`config.mk`:
```
export PLATFORM = sky130hd
export DESIGN_NAME = ppo_port_flat
export DESIGN_NICKNAME = d
export VERILOG_FILES = /design/src/rtl/ppo_pkg.sv /design/src/rtl/ppo_if.sv /design/src/rtl/ppo_port.sv /design/src/flat_wrapper.sv
export VERILOG_INCLUDE_DIRS = /design/src /design/src/rtl
export SDC_FILE = /design/constraint.sdc
export NUM_CORES = 1
export LEC_CHECK = 0
export BUFFER_PORTS_ARGS = -buffer_cell sky130_fd_sc_hd__buf_4
export CORE_MARGIN = 2
export CORE_UTILIZATION = 35
export CTS_BUF_LIST = sky130_fd_sc_hd__clkbuf_16
export CTS_CLUSTER_SIZE = 12
export DETAILED_ROUTE_END_ITERATION = 10
export PLACE_DENSITY = 0.75
export RECOVER_POWER = 50
export SLEW_MARGIN = 20
export SYNTH_ARGS = -nofsm -noshare
export SYNTH_HDL_FRONTEND = slang
export SYNTH_SLANG_ARGS = --single-unit
```
`constraint.sdc`:
```
create_clock -name pclk -period 1.3 [get_ports pclk]
set_input_delay 0.26 -clock pclk [delete_from_list [all_inputs] [get_ports pclk]]
set_output_delay 0.26 -clock pclk [all_outputs]
set_load 0.1 [all_outputs]
```
`src/rtl/ppo_defs.svh`:
```
`ifndef PPO_DEFS_SVH
`define PPO_DEFS_SVH

// Port geometry
`define PPO_NPINS          4
`define PPO_PIN_ZERO       0
`define PPO_PIN_ONE        1
`define PPO_PIN_TWO        2
`define PPO_PIN_THREE      3

// Register indexes; byte address is four times the index
`define PPO_IDX_INPUT      2'h0
`define PPO_IDX_DIRECTION  2'h1
`define PPO_IDX_OUTDATA    2'h2
`define PPO_IDX_PULLUP     2'h3
`define PPO_ADDR_LOW_ZERO  2'h0
`define PPO_ADDR_TOP_ZERO  28'h0000000

// Reset values and read padding
`define PPO_PINS_RESET     4'h0
`define PPO_RDATA_PAD      28'h0000000
`define PPO_RDATA_RESET    32'h00000000

// Fixed override levels of the pin map
`define PPO_TIE_OFF        1'b0
`define PPO_TIE_ON         1'b1

`endif

```
`src/rtl/ppo_pkg.sv`:
```
package ppo_pkg;

	// One bit per port pin
	typedef logic [3:0] ppo_pins_type;

	// Register selector, binary codes match the register indexes
	typedef enum logic [1:0] {
		PPO_REG_INPUT     = 2'b00,
		PPO_REG_DIRECTION = 2'b01,
		PPO_REG_OUTDATA   = 2'b10,
		PPO_REG_PULLUP    = 2'b11
	} ppo_reg_type;

endpackage

```
`src/rtl/ppo_if.sv`:
```
interface ppo_if;

	// Overrides driven by the alternate-function end, one bit per pin
	ppo_pkg::ppo_pins_type pullup_override_en;
	ppo_pkg::ppo_pins_type pullup_override_val;
	ppo_pkg::ppo_pins_type dir_override_en;
	ppo_pkg::ppo_pins_type dir_override_val;
	ppo_pkg::ppo_pins_type outval_override_en;
	ppo_pkg::ppo_pins_type outval_override_val;
	ppo_pkg::ppo_pins_type toggle_override_en;
	ppo_pkg::ppo_pins_type inen_override_en;
	ppo_pkg::ppo_pins_type inen_override_val;
	// Unsynchronized pin level towards the alternate functions
	ppo_pkg::ppo_pins_type alt_input_tap;

	modport port_end (
		input  pullup_override_en,
		input  pullup_override_val,
		input  dir_override_en,
		input  dir_override_val,
		input  outval_override_en,
		input  outval_override_val,
		input  toggle_override_en,
		input  inen_override_en,
		input  inen_override_val,
		output alt_input_tap
	);

	modport alt_end (
		output pullup_override_en,
		output pullup_override_val,
		output dir_override_en,
		output dir_override_val,
		output outval_override_en,
		output outval_override_val,
		output toggle_override_en,
		output inen_override_en,
		output inen_override_val,
		input  alt_input_tap
	);

endinterface

```
`src/rtl/ppo_port.sv`:
```
`include "ppo_defs.svh"

// Notes on behaviour
// - Pull-up from override value, else register bit
// - Pull-up override ignores the pull-up register bit
// - Driver enable from override value, else direction
// - Direction override ignores the direction bit
// - Driven level from value override, else outdata
// - Toggle override inverts the output data bit
// - Input enable from override, else run/sleep
// - Input override ignores run or sleep state
// - Alternate input tapped before the synchronizer
// - Consumers synchronize the tap unless clocking
// - Strobes shared per port, overrides per pin
// - Alternate modules drive their own override pairs
// - Pin zero direction must be output for compare A
// - Pin one direction must be output for compare B
// - Pin zero: comparator, compare A, pinchange, data
// - Pin one: comparator, clocks, capture, compare B
// - Pin two: clock out, irq, pinchange, count
// - Pin three: pinchange source and reset input
// - Comparator pins: input, pull-up off
// - Direction bit one is output, zero input
// - Output data bit sets driven level
// - Pull-up bit one switches pull-up on
// - Writing one to input bit toggles outdata
module ppo_port (
	// Clock and reset
	input  wire logic                  pclk,
	input  wire logic                  presetn,
	// APB slave
	input  wire logic                  psel,
	input  wire logic                  penable,
	input  wire logic                  pwrite,
	input  wire logic [31:0]           paddr,
	input  wire logic [31:0]           pwdata,
	output logic      [31:0]           prdata,
	output logic                       pready,
	output logic                       pslverr,
	// Controller state
	input  wire logic                  sleep_req,
	// Pads
	input  wire ppo_pkg::ppo_pins_type pad_in,
	output ppo_pkg::ppo_pins_type      pad_out,
	output ppo_pkg::ppo_pins_type      pad_oe,
	output ppo_pkg::ppo_pins_type      pad_pullup,
	// Alternate-function side
	ppo_if.port_end                    alt
);

	ppo_pkg::ppo_pins_type pin_pullup_bit;
	ppo_pkg::ppo_pins_type pin_direction_bit;
	ppo_pkg::ppo_pins_type pin_outdata_bit;
	ppo_pkg::ppo_pins_type pin_input_bit;
	ppo_pkg::ppo_pins_type sync_meta;
	ppo_pkg::ppo_pins_type inen;
	ppo_pkg::ppo_pins_type next_pad_out;
	ppo_pkg::ppo_pins_type next_pad_oe;
	ppo_pkg::ppo_pins_type next_pad_pullup;
	logic                  setup_phase;
	logic                  wr_strobe;
	logic                  addr_ok;
	ppo_pkg::ppo_reg_type  reg_sel;

	// Word-aligned decode of the four register indexes
	function automatic logic ppo_addr_valid(input logic [31:0] addr);
		ppo_addr_valid = (addr[31:4] == `PPO_ADDR_TOP_ZERO) && (addr[1:0] == `PPO_ADDR_LOW_ZERO);
	endfunction

	function automatic ppo_pkg::ppo_reg_type ppo_addr_reg(input logic [31:0] addr);
		ppo_addr_reg = ppo_pkg::ppo_reg_type'(addr[3:2]);
	endfunction

	// Only the low pin field of a written word reaches the registers
	function automatic ppo_pkg::ppo_pins_type ppo_wdata_pins(input logic [31:0] data);
		ppo_wdata_pins = data[`PPO_NPINS-1:0];
	endfunction

	// Bus phase decode; one write strobe serves all pins of the port
	assign setup_phase = psel & ~penable;
	assign addr_ok     = ppo_addr_valid(paddr);
	assign reg_sel     = ppo_addr_reg(paddr);
	assign wr_strobe   = psel & penable & pready & pwrite & addr_ok;

	// Zero-wait slave: ready and error come up in the access phase
	// No wait states: every register answers in the same cycle
	always_ff @(posedge pclk or negedge presetn) begin
		if (!presetn) begin
			pready  <= 1'b0;
			pslverr <= 1'b0;
		end else begin
			pready  <= setup_phase;
			pslverr <= setup_phase & ~addr_ok;
		end
	end

	// Read data captured in the setup cycle so it stands as a flop output
	// Writes and refused places read back as zero
	always_ff @(posedge pclk or negedge presetn) begin
		if (!presetn) begin
			prdata <= `PPO_RDATA_RESET;
		end else if (setup_phase) begin
			if (!addr_ok || pwrite) begin
				prdata <= `PPO_RDATA_RESET;
			end else begin
				case (reg_sel)
					ppo_pkg::PPO_REG_INPUT:     prdata <= {`PPO_RDATA_PAD, pin_input_bit};
					ppo_pkg::PPO_REG_DIRECTION: prdata <= {`PPO_RDATA_PAD, pin_direction_bit};
					ppo_pkg::PPO_REG_OUTDATA:   prdata <= {`PPO_RDATA_PAD, pin_outdata_bit};
					ppo_pkg::PPO_REG_PULLUP:    prdata <= {`PPO_RDATA_PAD, pin_pullup_bit};
					default:                    prdata <= `PPO_RDATA_RESET;
				endcase
			end
		end
	end

	// Direction register
	always_ff @(posedge pclk or negedge presetn) begin
		if (!presetn) begin
			pin_direction_bit <= `PPO_PINS_RESET;
		end else if (wr_strobe && reg_sel == ppo_pkg::PPO_REG_DIRECTION) begin
			pin_direction_bit <= ppo_wdata_pins(pwdata);
		end
	end

	// Pull-up register
	always_ff @(posedge pclk or negedge presetn) begin
		if (!presetn) begin
			pin_pullup_bit <= `PPO_PINS_RESET;
		end else if (wr_strobe && reg_sel == ppo_pkg::PPO_REG_PULLUP) begin
			pin_pullup_bit <= ppo_wdata_pins(pwdata);
		end
	end

	// Output data register; ones written to the input register flip it
	// whatever the direction, so software can toggle without read-modify-write
	always_ff @(posedge pclk or negedge presetn) begin
		if (!presetn) begin
			pin_outdata_bit <= `PPO_PINS_RESET;
		end else if (wr_strobe && reg_sel == ppo_pkg::PPO_REG_OUTDATA) begin
			pin_outdata_bit <= ppo_wdata_pins(pwdata);
		end else if (wr_strobe && reg_sel == ppo_pkg::PPO_REG_INPUT) begin
			pin_outdata_bit <= pin_outdata_bit ^ ppo_wdata_pins(pwdata);
		end
	end

	// Digital input enable: override wins, else off while the controller sleeps
	always_comb begin
		for (int i = 0; i < `PPO_NPINS; i++) begin
			if (alt.inen_override_en[i]) begin
				inen[i] = alt.inen_override_val[i];
			end else begin
				inen[i] = ~sleep_req;
			end
		end
	end

	// Clamped schmitt output goes straight to the alternate functions;
	// they see it unsynchronized and must resynchronize it themselves
	assign alt.alt_input_tap = pad_in & inen;

	// Two-flop synchronizer; the clamp acts after the first stage
	// Only the second stage reads the first, so metastability stays contained
	always_ff @(posedge pclk or negedge presetn) begin
		if (!presetn) begin
			sync_meta     <= `PPO_PINS_RESET;
			pin_input_bit <= `PPO_PINS_RESET;
		end else begin
			sync_meta     <= pad_in;
			pin_input_bit <= sync_meta & inen;
		end
	end

	// Per-pin override muxes for driver, level and pull-up
	always_comb begin
		for (int i = 0; i < `PPO_NPINS; i++) begin
			if (alt.dir_override_en[i]) begin
				next_pad_oe[i] = alt.dir_override_val[i];
			end else begin
				next_pad_oe[i] = pin_direction_bit[i];
			end
			if (alt.outval_override_en[i]) begin
				next_pad_out[i] = alt.outval_override_val[i];
			end else begin
				next_pad_out[i] = pin_outdata_bit[i] ^ alt.toggle_override_en[i];
			end
			if (alt.pullup_override_en[i]) begin
				next_pad_pullup[i] = alt.pullup_override_val[i];
			end else begin
				next_pad_pullup[i] = pin_pullup_bit[i];
			end
		end
	end

	// Pad controls registered: one cycle of latency, but no override glitch
	// reaches the pad, and reset tri-states every pin with pull-ups off
	always_ff @(posedge pclk or negedge presetn) begin
		if (!presetn) begin
			pad_oe     <= `PPO_PINS_RESET;
			pad_out    <= `PPO_PINS_RESET;
			pad_pullup <= `PPO_PINS_RESET;
		end else begin
			pad_oe     <= next_pad_oe;
			pad_out    <= next_pad_out;
			pad_pullup <= next_pad_pullup;
		end
	end

endmodule

```
`src/flat_wrapper.sv`:
```
// flat-port wrapper written by rule: the top's interface ports become plain ports
module ppo_port_flat 
  (pclk, presetn, psel, penable, pwrite, paddr, pwdata, prdata, pready, pslverr, sleep_req, pad_in, pad_out, pad_oe, pad_pullup, alt_pullup_override_en, alt_pullup_override_val, alt_dir_override_en, alt_dir_override_val, alt_outval_override_en, alt_outval_override_val, alt_toggle_override_en, alt_inen_override_en, alt_inen_override_val, alt_alt_input_tap);
  ppo_if alt_i ();
  input  wire logic pclk;
  input  wire logic presetn;
  input  wire logic psel;
  input  wire logic penable;
  input  wire logic pwrite;
  input  wire logic [31:0] paddr;
  input  wire logic [31:0] pwdata;
  output logic      [31:0] prdata;
  output logic pready;
  output logic pslverr;
  input  wire logic sleep_req;
  input  wire ppo_pkg::ppo_pins_type pad_in;
  output ppo_pkg::ppo_pins_type pad_out;
  output ppo_pkg::ppo_pins_type pad_oe;
  output ppo_pkg::ppo_pins_type pad_pullup;
  input wire logic [$bits(alt_i.pullup_override_en)-1:0] alt_pullup_override_en;
  input wire logic [$bits(alt_i.pullup_override_val)-1:0] alt_pullup_override_val;
  input wire logic [$bits(alt_i.dir_override_en)-1:0] alt_dir_override_en;
  input wire logic [$bits(alt_i.dir_override_val)-1:0] alt_dir_override_val;
  input wire logic [$bits(alt_i.outval_override_en)-1:0] alt_outval_override_en;
  input wire logic [$bits(alt_i.outval_override_val)-1:0] alt_outval_override_val;
  input wire logic [$bits(alt_i.toggle_override_en)-1:0] alt_toggle_override_en;
  input wire logic [$bits(alt_i.inen_override_en)-1:0] alt_inen_override_en;
  input wire logic [$bits(alt_i.inen_override_val)-1:0] alt_inen_override_val;
  output wire logic [$bits(alt_i.alt_input_tap)-1:0] alt_alt_input_tap;
  assign alt_i.pullup_override_en = alt_pullup_override_en;
  assign alt_i.pullup_override_val = alt_pullup_override_val;
  assign alt_i.dir_override_en = alt_dir_override_en;
  assign alt_i.dir_override_val = alt_dir_override_val;
  assign alt_i.outval_override_en = alt_outval_override_en;
  assign alt_i.outval_override_val = alt_outval_override_val;
  assign alt_i.toggle_override_en = alt_toggle_override_en;
  assign alt_i.inen_override_en = alt_inen_override_en;
  assign alt_i.inen_override_val = alt_inen_override_val;
  assign alt_alt_input_tap = alt_i.alt_input_tap;
  ppo_port u_core (.pclk(pclk), .presetn(presetn), .psel(psel), .penable(penable), .pwrite(pwrite), .paddr(paddr), .pwdata(pwdata), .prdata(prdata), .pready(pready), .pslverr(pslverr), .sleep_req(sleep_req), .pad_in(pad_in), .pad_out(pad_out), .pad_oe(pad_oe), .pad_pullup(pad_pullup), .alt(alt_i));
endmodule
```
==> summary.md <==
| Metric | Value |
|---|---|
| Tot Pwr | 3387 uW |
| Min-Delay Path Class | primary input to flop |
| Routability cong. | 0.8820 |
| Clock Latency Late Sink | 0.27 ns |
| Commonest cells after routing, fill and taps aside | buf_4 (105), dfrtp_1 (37), conb_1 (28) |
| H-tree depth | 2 |
| Status | finished, violations left |
| Initial Utilization | 36.45% |
| RSZ-0062 raised after global routing | true |
| WP data required | 1.45 ns |
| Clock Skew | 0.005683 ns |
| Detailed Place HPWL | 4094 um |
| CTS Buf Count | 5 |
| Worst VDD drop | 647.2 uV |
| Die area | 6356 um^2 |
| Slew Limit Fails | 0 |
| GRT overflow | 0 |
| Die Y | 79.73 um |
| Final non-filler cell total | 371 |
| Area share of the largest cell type after synthesis | 47.38% |
| Max clock buf depth | 2 |
| Inserted Diodes | 0 |
| Root Driver | clkbuf_16 |
| Leak | 0.001587 uW |
| Net Sw Power | 1188 uW |
| Final worst slack | -0.2371 ns |
| CORE AREA | 5507 um^2 |
| Drt drc | 0 |
| Yosys top cell by area | dfrtp_1 |
| Design Area, Final | 3192 um^2 |
| Largest net degree at the start of global routing | 39 |
| Layout area overhead | 59.04% |
| WS Path Type | primary input to flop |
| Routed len/inst | 13.95 um |
| Via count | 1733 |
| Worst Path Arrival | 1.69 ns |
| Nets | 409 |
| Row cnt | 27 |
| Failing checks | negative setup slack |
| Vias in the first global route | 1759 |
| Comb power frac | 31.0% |
| Hold Slack | 0.1218 ns |
| IO Port Bufs | 103 |
| Tot GR Track Use | 16.86% |
| Synthesized area | 2007 um^2 |
| ANT nets after route | 0 |
| Ys Warns | 0 |
| Initial DRC count | 77 |
| Syn avg cell area | 11.60 um^2 |
| Final wirelength | 5177 um |
| Initial antenna violation count | 0 |
| # fillers | 482 |
| Tmin final | 1.537 ns |
| Final setup fails | 11 |
| Dpl cells | 363 |
| #FFs+latches synth | 38 |
| Ports | 160 |
| CP Capture Type | flop |
| First-pass GRT wire length | 8155 um |
| PwrDens | 1061 nW/um^2 |
| Routed vias/inst | 4.671 |
| Initial DRT Pass Iterations | 4 |
| Relative slew slack | 65.64% |
| Final period utilization | 118.2% |
| Worst-Margin Slew | 0.5154 ns |
| Die width | 79.73 um |
| # Post-CTS Setup Buffers | 0 |
| Sequential share of the synthesized area | 47.38% |
| Net Sw Frac | 35.07% |
| Clock network power share | 32.5% |
| Critical Path Source Type | primary input |
| Cell count after synthesis | 173 |
| Area after DPL | 2949 um^2 |
| Distinct cells, synth | 32 |
| Max Cap Viol | 0 |
| Reg power frac | 36.5% |
| Area contributors post-synth | dfrtp_1 (47%), buf_4 (10%), mux2_2 (6.7%) |
| FMAX | 0.6506 GHz |
| CTS tree | yes |
| Layout cells sized above 1 | 56.19% |
| Post-Route Utilization | 57.96% |
| Internal power | 2199 uW |
| Clk sinks | 38 |
| Clock-pin slew on the worst setup and hold paths | 0.05 ns |
| Commonest non-fill, non-tap cell in the layout | buf_4 |
| Crit-path max FO | 4 |
| Final hold vios | 0 |
-- worst max-delay path: stages --
cell	delay (ns)
buf_6	0.10
nor4_4	0.29
nand4_2	0.14
or4_4	0.59
mux2_4	0.32
-- synthesized netlist by cell type --
cell type	n
dfrtp_1	38
buf_4	28
mux2_2	12
and2_1	11
o21ai_0	10
nand2_1	9
nor4_2	7
nand4_1	5
nor2_1	5
a22o_1	4
mux2_4	4
mux4_2	4
nand3_1	4
xnor2_1	4
clkbuf_1	3
nor2b_1	3
o31ai_1	3
a21oi_1	2
and4_1	2
inv_1	2
mux2i_1	2
a41oi_1	1
buf_1	1
buf_2	1
conb_1	1
nand2b_1	1
nand4_2	1
nor3_1	1
nor3b_1	1
nor4_1	1
or2_2	1
or4_1	1
-- state kept, by name (all words and copies together) (netlist names), 4 cells and up --
| name | count |
|---|---|
| u_core.prdata | 4 |
| u_core.pad_oe | 4 |
| u_core.sync_meta | 4 |
| u_core.pin_pullup_bit | 4 |
| u_core.pad_pullup | 4 |
| u_core.pin_direction_bit | 4 |
| u_core.pin_outdata_bit | 4 |
| u_core.pin_input_bit | 4 |
| u_core.pad_out | 4 |
-- final cells by class --
type	instances	area [um^2]	area share [%]
clock buffers	5	125.1	3.920
flip-flops and latches	38	954.7	29.91
inverters	2	7.507	0.2352
repair buffers	125	967.2	30.30
multi-input cells	127	1040	32.58
clock inverters	2	7.507	0.2352
well taps	72	90.09	2.822
-- timing repair --
action	4_1_cts	5_1_grt
pin swaps	9	2
hold buffers	1	0
hold endpoints to repair	38	0
resized for setup	14	11
endpoints found under the setup margin	14	18
-- cell families (layout without fill, tap and decap cells) --
| family | after synthesis | in the layout | share of synthesized area [%] |
|---|---|---|---|
| other | 1 | 28 | 0.1869 |
| xor gates and xnor gates | 4 | 4 | 1.745 |
| DFF | 38 | 38 | 47.38 |
| and+or+nand+nor | 53 | 53 | 17.33 |
| AOI/OAI and AO/OA | 20 | 20 | 6.297 |
| muxes | 22 | 22 | 15.21 |
| buffers and inverters | 35 | 134 | 11.84 |
-- stage by stage --
stage,TNS (ns),setup slack [ns]
CTS,-1.714,-0.2369
finish,-1.795,-0.2371
global route,-2.724,-0.2768
floorplan,-3.873,-0.5286
detailed placement,-6.249,-0.6741
global placement,-5.665,-0.6302
-- final timing paths --
kind | start | endpoint | slack [ns] | depth (start not counted)
max | paddr[1] | u_core.pin_pullup_bit[3] | -0.24 | 5
min | pad_in[3] | u_core.sync_meta[3] | 0.12 | 1
max reg2reg | u_core.pready | u_core.pin_pullup_bit[3] | -0.21 | 3
min reg2reg | u_core.sync_meta[1] | u_core.pin_input_bit[1] | 0.44 | 1
max in group asynchronous | presetn | u_core.pready | 0.38 | 2
min in group asynchronous | presetn | u_core.prdata[1] | 0.53 | 2
-- per-layer routing --
layer,vias up,GRT usage [%],wire length [um]
met5,-,0,0
met4,0,4.828,25
met3,4,4.186,399
met2,87,30.08,2741
met1,825,19.99,2011
li1,817,-,-
-- power groups by stage --
stage / clock network, uW / registers, uW / logic, uW
2_1_floorplan: 0 / 1440 / 568
3_3_place_gp: 0 / 1260 / 1020
3_5_place_dp: 0 / 1260 / 1030
4_1_cts: 1130 / 1240 / 1040
5_1_grt: 1200 / 1240 / 1090
6_report: 1100 / 1240 / 1050
Note: power is estimated with default switching activity, not from simulation.
